## src/logic/complex_logic_array_mc_pkg.sv

```systemverilog
`default_nettype none
package complex_logic_array_mc_pkg;
  localparam int NUM_OMC  = 16;
  localparam int GROUP    = 8;
  localparam int NUM_IMC  = 24;
  localparam int NUM_ECS  = 8;
  localparam int NUM_PT   = 56;
  localparam int NIB      = 6;
  // native terms per cell and where each group starts in the term pool
  localparam int NATIVE_A = 3;
  localparam int NATIVE_B = 4;
  localparam int PT_B_BASE = 24;
  // terms a cell may take from its lower and upper neighbour
  localparam int LEND_A      = 3;
  localparam int LEND_B_LO   = 2;
  localparam int LEND_B_HI   = 3;
  localparam int LEND_UPPER  = 3;
  localparam int B_LO_LAST   = 11;
  // word locations inside the i/o register space (low address byte)
  localparam logic [7:0] OFS_IMC_AB = 8'h18;
  localparam logic [7:0] OFS_IMC_C  = 8'h1a;
  localparam logic [7:0] OFS_OMC    = 8'h20;
  localparam logic [7:0] OFS_MASK   = 8'h22;
  localparam logic [7:0] MASK_RESET = 8'h00;

  typedef enum logic [1:0] {ROUTE_OWN, ROUTE_TO_LOWER, ROUTE_TO_UPPER, ROUTE_NONE} pt_route_t;
  typedef enum logic [1:0] {IMC_PASS, IMC_LATCH, IMC_REG} imc_mode_t;

  typedef struct packed {
    logic        address_latch_strobe;
    logic        write_strobe_low_n;
    logic        read_strobe_n;
    logic        io_register_space_select;
    logic [15:0] address_data_port;
  } host_bus_t;

  typedef struct packed {
    pt_route_t [NUM_PT-1:0] route;
    logic [15:0] invert;
    logic [15:0] registered;
    logic [15:0] internal_node;
    logic [15:0] pld_output;
    logic [15:0] oe_eq_defined;
    logic [15:0] clk_from_pin;
    logic [15:0] expand_en;
  } omc_cfg_t;

  typedef struct packed {
    imc_mode_t [NUM_IMC-1:0] mode;
    logic [NIB-1:0]          strobe_sel;
  } imc_cfg_t;

  typedef struct packed {
    logic [15:0]        q;
    logic [7:0]         mask_a;
    logic [7:0]         mask_b;
    logic [15:0]        addr;
    logic [15:0]        data_d;
    logic               wr_n_d;
    logic [15:0]        clkpt_d;
    logic               clkin_d;
    logic [NUM_IMC-1:0] imc_q;
    logic [NIB-1:0]     strobe_d;
    logic [15:0]        expand_q;
    logic [15:0]        ad_out;
    logic               ad_oe;
    logic [15:0]        pin;
    logic [15:0]        pin_oe;
    logic [15:0]        fb;
    logic [NUM_ECS-1:0] ecs;
    logic [NUM_ECS-1:0] ecs_oe;
  } state_t;
endpackage
`default_nettype wire

```

## src/logic/complex_logic_array_macrocell_mcu_access.sv

```systemverilog
// Overview of operation
// - group A cells: three native, at most six borrowed terms
// - B0-B3: four native, at most five borrowed
// - B4-B7: four native, at most six borrowed
// - terms exclusive; borrowing only from neighbours
// - expansion through another cell adds delay
// - sixteen flip-flops loaded and read by host
// - host load overrides preset, clear and clock
// - load on trailing edge of write strobe
// - per-group write masks, reset to zero
// - mask bit one blocks that cell's load
// - pin enable is term OR direction bit
// - output without enable equation drives from power-up
// - internal node feeds back, pin left free
// - 24 input cells: latch, register or pass
// - host reads input cells through read buffer
// - input strobe: product term or address strobe
// - one strobe term per nibble of port
// - address strobe captures address bits above A15
// - eight external selects, one term, polarity
// - select pin enabled by term or direction
// - address latched while address strobe pulses
// - drive shared port only on selected read
`timescale 1ns/1ps
`default_nettype none
module complex_logic_array_macrocell_mcu_access (
  input  wire logic                                CLK,         // 50 MHz system clock
  input  wire logic                                NRST,        // async reset, active low
  input  wire complex_logic_array_mc_pkg::host_bus_t              BUS,         // host strobes and shared port input
  input  wire logic                                BIG_ENDIAN,  // host puts even byte on high lane
  output var  logic [15:0]                         AD_OUT,      // shared port read data
  output var  logic                                AD_OE,       // shared port driver enable
  input  wire logic [complex_logic_array_mc_pkg::NUM_PT-1:0]      PT,          // and-array product terms
  input  wire complex_logic_array_mc_pkg::omc_cfg_t               OMC_CFG,     // output cell configuration
  input  wire logic [15:0]                         OE_PT,       // per-pin enable product term
  input  wire logic [15:0]                         DIR_REG,     // port direction bits
  input  wire logic [15:0]                         PRESET_PT,   // flip-flop preset terms
  input  wire logic [15:0]                         CLEAR_PT,    // flip-flop clear terms
  input  wire logic [15:0]                         CLOCK_PT,    // flip-flop clock terms
  input  wire logic                                CLKIN,       // external macrocell clock pin
  output var  logic [15:0]                         OMC_PIN,     // output cell pin values
  output var  logic [15:0]                         OMC_PIN_OE,  // output cell pin enables
  output var  logic [15:0]                         OMC_FEEDBACK,// feedback into and-array
  input  wire logic [complex_logic_array_mc_pkg::NUM_IMC-1:0]     IMC_PIN,     // ports a, b, c pin levels
  input  wire logic [complex_logic_array_mc_pkg::NIB-1:0]         IMC_PT,      // per-nibble strobe terms
  input  wire complex_logic_array_mc_pkg::imc_cfg_t               IMC_CFG,     // input cell configuration
  output var  logic [complex_logic_array_mc_pkg::NUM_IMC-1:0]     IMC_BUS,     // input cells onto logic bus
  input  wire logic [complex_logic_array_mc_pkg::NUM_ECS-1:0]     ECS_PT,      // select product terms
  input  wire logic [complex_logic_array_mc_pkg::NUM_ECS-1:0]     ECS_POL,     // 1 = select active low
  input  wire logic [complex_logic_array_mc_pkg::NUM_ECS-1:0]     ECS_OE_PT,   // select enable terms
  input  wire logic [complex_logic_array_mc_pkg::NUM_ECS-1:0]     ECS_DIR,     // select direction bits
  output var  logic [complex_logic_array_mc_pkg::NUM_ECS-1:0]     ECS_OUT,     // external select levels
  output var  logic [complex_logic_array_mc_pkg::NUM_ECS-1:0]     ECS_OE       // external select enables
);

  complex_logic_array_mc_pkg::state_t st;
  complex_logic_array_mc_pkg::state_t next_st;
  logic [15:0]         sum;
  logic [15:0]         host_word;
  logic [15:0]         bus_view;
  logic                wr_done;
  logic                read_hit;
  logic [complex_logic_array_mc_pkg::NIB-1:0] strobe;

  // per-cell sum of product terms; each term has exactly one route
  // so a term in use by one cell is never seen by another
  genvar i;
  generate
    for (i = 0; i < complex_logic_array_mc_pkg::NUM_OMC; i++) begin : g_cell
      localparam bit IS_A     = (i < complex_logic_array_mc_pkg::GROUP);
      localparam int NAT      = IS_A ? complex_logic_array_mc_pkg::NATIVE_A : complex_logic_array_mc_pkg::NATIVE_B;
      localparam int BASE     = IS_A ? i * complex_logic_array_mc_pkg::NATIVE_A
                                     : complex_logic_array_mc_pkg::PT_B_BASE + (i - complex_logic_array_mc_pkg::GROUP) * complex_logic_array_mc_pkg::NATIVE_B;
      localparam bit HAS_LO   = (i % complex_logic_array_mc_pkg::GROUP) != 0;
      localparam bit HAS_UP   = (i % complex_logic_array_mc_pkg::GROUP) != complex_logic_array_mc_pkg::GROUP - 1;
      localparam int LO_BASE  = HAS_LO ? BASE - NAT : BASE;
      localparam int UP_BASE  = HAS_UP ? BASE + NAT : BASE;
      localparam int LEND_LO  = IS_A ? complex_logic_array_mc_pkg::LEND_A
                              : (i <= complex_logic_array_mc_pkg::B_LO_LAST) ? complex_logic_array_mc_pkg::LEND_B_LO
                              : complex_logic_array_mc_pkg::LEND_B_HI;
      logic s;
      always_comb begin
        s = 1'b0;
        for (int j = 0; j < complex_logic_array_mc_pkg::NATIVE_B; j++) begin
          // own native terms: 3 in group a, 4 in group b
          if (j < NAT && OMC_CFG.route[BASE + j] == complex_logic_array_mc_pkg::ROUTE_OWN) begin
            s = s | PT[BASE + j];
          end
          // borrowed from lower neighbour, capped so totals stay 6/5/6
          if (HAS_LO && j < LEND_LO && OMC_CFG.route[LO_BASE + j] == complex_logic_array_mc_pkg::ROUTE_TO_UPPER) begin
            s = s | PT[LO_BASE + j];
          end
          if (HAS_UP && j < complex_logic_array_mc_pkg::LEND_UPPER
              && OMC_CFG.route[UP_BASE + j] == complex_logic_array_mc_pkg::ROUTE_TO_LOWER) begin
            s = s | PT[UP_BASE + j];
          end
        end
      end
      // expansion goes through a registered copy of another cell's sum,
      // costing one cycle of delay for the expanded equation
      assign sum[i] = (s | (OMC_CFG.expand_en[i] & st.expand_q[i])) ^ OMC_CFG.invert[i];
    end
  endgenerate

  // host word to cell order; big-endian hosts carry group a on the high lane
  assign bus_view  = BIG_ENDIAN ? {st.data_d[7:0], st.data_d[15:8]}
                                : st.data_d;
  assign host_word = bus_view;
  // trailing edge: strobe was low last cycle and is high now
  assign wr_done   = ~st.wr_n_d & BUS.write_strobe_low_n & BUS.io_register_space_select;
  assign read_hit  = (st.addr[7:0] == complex_logic_array_mc_pkg::OFS_OMC) || (st.addr[7:0] == complex_logic_array_mc_pkg::OFS_MASK)
                  || (st.addr[7:0] == complex_logic_array_mc_pkg::OFS_IMC_AB) || (st.addr[7:0] == complex_logic_array_mc_pkg::OFS_IMC_C);

  // nibble strobe select: product term or host address strobe
  always_comb begin
    for (int k = 0; k < complex_logic_array_mc_pkg::NIB; k++) begin
      strobe[k] = IMC_CFG.strobe_sel[k] ? BUS.address_latch_strobe : IMC_PT[k];
    end
  end

  always_comb begin
    logic [15:0] rd;
    logic [15:0] mask;
    logic        clk_edge;
    logic        pad_data;
    rd       = 16'h0000;
    mask     = 16'h0000;
    clk_edge = 1'b0;
    pad_data = 1'b0;
    next_st  = st;

    // edge history sampled every cycle
    next_st.wr_n_d   = BUS.write_strobe_low_n;
    next_st.clkpt_d  = CLOCK_PT;
    next_st.clkin_d  = CLKIN;
    next_st.strobe_d = strobe;
    // data stays valid up to the strobe's rising edge, so keep it while low
    if (~BUS.write_strobe_low_n) begin
      next_st.data_d = BUS.address_data_port;
    end

    // address captured while the strobe is high, held after it falls
    if (BUS.address_latch_strobe) begin
      next_st.addr = BUS.address_data_port;
    end

    // expansion stage: each cell may draw on the next cell's sum
    for (int c = 0; c < complex_logic_array_mc_pkg::NUM_OMC; c++) begin
      next_st.expand_q[c] = sum[(c + 1) % complex_logic_array_mc_pkg::NUM_OMC];
    end

    // mask register writes
    if (wr_done && st.addr[7:0] == complex_logic_array_mc_pkg::OFS_MASK) begin
      next_st.mask_a = host_word[7:0];
      next_st.mask_b = host_word[15:8];
    end
    mask = {st.mask_b, st.mask_a};

    // output cell flip-flops: host load first, then clear, preset, clock
    for (int c = 0; c < complex_logic_array_mc_pkg::NUM_OMC; c++) begin
      clk_edge = OMC_CFG.clk_from_pin[c] ? (CLKIN & ~st.clkin_d)
                                         : (CLOCK_PT[c] & ~st.clkpt_d[c]);
      if (wr_done && st.addr[7:0] == complex_logic_array_mc_pkg::OFS_OMC && !mask[c]) begin
        next_st.q[c] = host_word[c];
      end else if (CLEAR_PT[c]) begin
        next_st.q[c] = 1'b0;
      end else if (PRESET_PT[c]) begin
        next_st.q[c] = 1'b1;
      end else if (clk_edge) begin
        next_st.q[c] = sum[c];
      end
    end

    // cell output mux, feedback and pin enable
    for (int c = 0; c < complex_logic_array_mc_pkg::NUM_OMC; c++) begin
      pad_data       = OMC_CFG.registered[c] ? st.q[c] : sum[c];
      next_st.fb[c]  = pad_data;
      next_st.pin[c] = OMC_CFG.internal_node[c] ? 1'b0 : pad_data;
      // an internal node leaves the pin to the port's other functions
      next_st.pin_oe[c] = ~OMC_CFG.internal_node[c]
                        & (OE_PT[c] | DIR_REG[c]
                           | (OMC_CFG.pld_output[c] & ~OMC_CFG.oe_eq_defined[c]));
    end

    // input cells; a latch is transparent while its strobe is high
    for (int n = 0; n < complex_logic_array_mc_pkg::NUM_IMC; n++) begin
      unique case (IMC_CFG.mode[n])
        complex_logic_array_mc_pkg::IMC_LATCH: begin
          if (strobe[n / 4]) begin
            next_st.imc_q[n] = IMC_PIN[n];
          end
        end
        complex_logic_array_mc_pkg::IMC_REG: begin
          if (strobe[n / 4] & ~st.strobe_d[n / 4]) begin
            next_st.imc_q[n] = IMC_PIN[n];
          end
        end
        default: begin
          next_st.imc_q[n] = IMC_PIN[n];
        end
      endcase
    end

    // external selects: one term each, polarity chosen per output
    next_st.ecs    = ECS_PT ^ ECS_POL;
    next_st.ecs_oe = ECS_OE_PT | ECS_DIR;

    // read buffer onto the shared port
    unique case (st.addr[7:0])
      complex_logic_array_mc_pkg::OFS_OMC:    rd = st.q;
      complex_logic_array_mc_pkg::OFS_MASK:   rd = mask;
      complex_logic_array_mc_pkg::OFS_IMC_AB: rd = st.imc_q[15:0];
      complex_logic_array_mc_pkg::OFS_IMC_C:  rd = {8'h00, st.imc_q[23:16]};
      default:                 rd = 16'h0000;
    endcase
    next_st.ad_out = BIG_ENDIAN ? {rd[7:0], rd[15:8]} : rd;
    // driven only while one of our locations is selected and read is low
    next_st.ad_oe  = BUS.io_register_space_select & ~BUS.read_strobe_n & read_hit;
  end

  // single state register; everything resets to constants
  always_ff @(posedge CLK or negedge NRST) begin
    if (!NRST) begin
      st          <= '0;
      st.wr_n_d   <= 1'b1;
      st.mask_a   <= complex_logic_array_mc_pkg::MASK_RESET;
      st.mask_b   <= complex_logic_array_mc_pkg::MASK_RESET;
    end else begin
      st <= next_st;
    end
  end

  // outputs are register fields only
  assign AD_OUT       = st.ad_out;
  assign AD_OE        = st.ad_oe;
  assign OMC_PIN      = st.pin;
  assign OMC_PIN_OE   = st.pin_oe;
  assign OMC_FEEDBACK = st.fb;
  assign IMC_BUS      = st.imc_q;
  assign ECS_OUT      = st.ecs;
  assign ECS_OE       = st.ecs_oe;

endmodule
`default_nettype wire

```

## config.mk

```make
export PLATFORM = sky130hd
export DESIGN_NAME = complex_logic_array_macrocell_mcu_access
export DESIGN_NICKNAME = d
export VERILOG_FILES = /design/src/logic/complex_logic_array_mc_pkg.sv /design/src/logic/complex_logic_array_macrocell_mcu_access.sv
export SDC_FILE = /design/constraint.sdc
export NUM_CORES = 1
export LEC_CHECK = 0
export CAP_MARGIN = 20
export CORE_AREA = 3 3 237 239
export DETAILED_ROUTE_END_ITERATION = 6
export DIE_AREA = 0 0 240 242
export DONT_BUFFER_PORTS = 1
export GPL_ROUTABILITY_DRIVEN = 1
export HOLD_SLACK_MARGIN = 0.03
export PLACE_DENSITY = 0.31
export SYNTH_ARGS = -nofsm -noshare
export SYNTH_HDL_FRONTEND = slang
export SYNTH_SLANG_ARGS = --single-unit
```

## constraint.sdc

```tcl
create_clock -name CLK -period 2.1 [get_ports CLK]
set_input_delay 0.21 -clock CLK [delete_from_list [all_inputs] [get_ports CLK]]
set_output_delay 0.21 -clock CLK [all_outputs]
set_load 0.02 [all_outputs]
```

==> summary.md <==
| Metric | Value |
|---|---|
| Outcome | complete, but fails checks |
| Failing checks | negative hold slack |
| PortBufs | 0 |
| Hold Path Class | primary input to async pin |
| Reg2reg setup slack | 0.08 ns |
| Final setup vio count | 0 |
| Synth unique cells | 53 |
| CP Launch Type | flip-flop |
| Site row count | 85 |
| ANT nets after route | 0 |
| I/O Pins | 605 |
| Worst EP required | 2.54 ns |
| DP Worst Slack | 0.0662 ns |
| Gpl congestion | 0.835 |
| Final-report hold violation count | 201 |
| Fmax achieved | 496 MHz |
| DRT iter0 DRCs | 386 |
| Tot GR Track Use | between 10% and 20% |
| Mean Syn Cell Area | 9.37 um2 |
| Crit path cell chain | a2111oi_0 > nand4_1 > buf_4 > xor2_2 > o2bb2ai_1 > dlygate4sd3_1 |
| Cell Area, Synth | 11400 um2 |
| Dominant cells by area after synthesis | dfrtp_1 (44%), buf_4 (6.9%), o21ai_0 (4.9%), mux2i_1 (4.8%), a21oi_1 (4.2%) |
| RR Endpoint | OMC_PIN[4]$_DFF_PN0_ |
| Core box area | around 54000 um2 |
| Reg2Reg Depth | 6 |
| Pwr Total | around 0.012 W |
| Initial antenna violation count | 8 |
| CP peak stage delay | 0.55 ns |
| Clk_skew | 0.0166 ns |
| Pre-antenna DRT Iters | 4 |
| Largest net degree at the start of global routing | 202 |
| Max-cap violations | 0 |
| DP Wirelength | 37100 um |
| Setup ws final | 0.0819 ns |
| Slowest cell on crit path | dlygate4sd3_1 |
| Initial Util | 21.0% |
| FF+latch count, synth | 201 |
| Vias/cell | 4.62 |
| Register area share after synthesis | approximately 44% |
| Area Overhead vs Synth | 32.9% |
| Sink Count | 201 |
| Root buf cell | clkbuf_16 |
| First-pass GRT wire length | 68700 um |
| Die H | 242 um |
| CP endpoint kind | flip-flop |
| Share of cells above drive strength 1 | 10.1% |
| Post-layout util | 27.9% |
| Yosys warning total | 0 |
| Wirelength, routed | between 40000 and 50000 um |
| Width of the chip | 240 um |
| Hold slack | -0.649 ns |
| CTS tree | built |
| Worst-skew pair later-pin latency | 0.56 ns |
| Least-Margin Pin Slew | between 0.9 and 1 ns |
| Worst VDD drop | 549 uV |
| Remaining global-route overflow | 0 |
| Fin crit period | a little over 2 ns |
| Reg clk slew, reported paths | 0.06 ns |
| Syn Inst Count | 1211 |
| Largest area contributor in the netlist | dfrtp_1 |
| Fin crit share | 96.1% |
| Static leakage | a little over 6 nW |
| Drt drc | 0 |
| CTS Buf Count | 29 |
| Worst slew margin | 36.9% |
| Top-area cell type share of the netlist area | 44.1% |
| Post-synth ARST share | 100% |
| H-tree depth | 1 |
| Avg WL per Cell | between 20 and 25 um |
| Synth Net Count | 1711 |
| Final net count | 1891 |
| Critical Path Fanout Max | 3 |
| Cell Pwr Density | 764 nW/um2 |
| Most frequent cells in the layout | dlygate4sd3_1 (250), dfrtp_1 (199), nor2_1 (113), o21ai_0 (112), a21oi_1 (95) |
| Max-slew violations | 0 |
| Most common cell after layout, fill and taps aside | dlygate4sd3_1 |
| Full die area | between 50000 and 60000 um2 |
| Top FF cell, synth | dfrtp_1 |
| Vias in the first global route | 10400 |
| Reg-to-Reg Start | st[85]$_DFF_PN0_ |
| EDFF count, synth | 0 |
| CTS max path bufs | 3 |
| CP Class | flip-flop to flip-flop |
| WP data arrival | ~2.5 ns |
| Via count | approximately 9800 |
[final cells by class]
| cell class | instances | area, um2 |
|---|---|---|
| timing repair buffer | 275 | 2720 |
| fill | 5732 | 38900 |
| clock inverter | 16 | 168 |
| tap | 696 | 871 |
| inverter | 59 | 221 |
| antenna | 3 | 7.51 |
| clock buffer | 37 | 786 |
| sequential | 201 | 5030 |
| multi-input combinational | 825 | 5270 |
[registers in the layout (all words and copies together) (netlist names)]
signal        flops
st               96
IMC_BUS          24
AD_OUT           16
OMC_FEEDBACK     16
OMC_PIN          16
OMC_PIN_OE       16
ECS_OE            8
ECS_OUT           8
AD_OE             1
[per-stage QoR]
stage / std cells / hold slack (ns) / TNS, ns / area, um2
global route: 2111 / -0.691 / -0.0148 / 15100
global placement: 1802 / -0.0795 / 0 / 11500
CTS: 2107 / -0.691 / 0 / 15000
floorplan: 1211 / -0.0856 / 0 / 11400
detailed placement: 1802 / -0.0791 / 0 / 11500
finish: 2112 / -0.649 / 0 / 15100
[worst max-delay path: cells and delay by family (launching register included)]
kind / cells / cell delay [ns]
AND/OR/NAND/NOR: 1 / 0.14
buffers and inverters: 2 / 0.74
flip-flops: 1 / 0.36
AO/OA/AOI/OAI: 2 / 0.50
XOR/XNOR: 1 / 0.15
[metal layers]
| layer | global-route usage (%) | vias up | share of wire [%] |
|---|---|---|---|
| li1 | - | 4581 | - |
| met1 | 18.7 | 4770 | 40 |
| met2 | 28.1 | 332 | 50 |
| met3 | 4.70 | 64 | 7.8 |
| met4 | 3.59 | 8 | 2.3 |
| met5 | 0 | - | 0.11 |
[logic make-up (layout without fill, tap and decap cells)]
kind of cell | count (synthesis) | after routing | share of synthesized area, %
compound gates | 295 | 295 | 15.5
xor+xnor | 24 | 24 | 1.85
buf+inv | 185 | 387 | 9.70
flops | 201 | 201 | 44.3
mux | 91 | 91 | 8.43
other cells | 0 | 3 | 0
simple gates | 415 | 415 | 20.2
[synth_stat cells (all sizes together), types with 5 or more instances]
cell	instances
dfrtp	200
buf	113
nor2	113
o21ai	113
a21oi	95
nand2	71
inv	59
mux2i	54
nor3b	44
nor2b	40
nand3b	39
mux2	37
o32ai	33
nand2b	21
xor2	18
nand3	16
or3b	14
clkbuf	13
nand4	13
nor3	11
a31oi	9
or3	9
or2	8
nor4	6
o22ai	6
xnor2	6
a32oi	5
and3b	5
o2bb2ai	5
[power by group]
| part | total [W] | internal, W | switching [W] |
|---|---|---|---|
| registers | 0.00477 | 0.00422 | 0.000545 |
| logic | 0.00181 | 0.000993 | 0.000812 |
| clock network | 0.00495 | 0.00300 | 0.00195 |
[how the worst max path moves through the flow]
stage,from,end,slack (ns),cells past startpoint
finish,st[85]$_DFF_PN0_,OMC_PIN[4]$_DFF_PN0_,0.08,6
global route,st[85]$_DFF_PN0_,OMC_PIN[4]$_DFF_PN0_,-0.01,6
CTS,BUS[19],IMC_BUS[20]$_DFFE_PN0P_,0.02,9
detailed placement,st[89]$_DFF_PN0_,OMC_PIN[8]$_DFF_PN0_,0.07,5
global placement,PT[27],OMC_PIN[8]$_DFF_PN0_,0.03,6
floorplan,st[168]$_DFFE_PN0P_,st[202]$_DFFE_PN0P_,0.28,8
[repair_timing]
action / 4_1_cts / 5_1_grt
hold buffers: 252 / 3
resized for setup: 0 / 11
endpoints found under the setup margin: 0 / 25
endpoints found under the hold margin: 388 / 203
buffers inserted: 0 / 2
(Power assumes the default switching activity.)
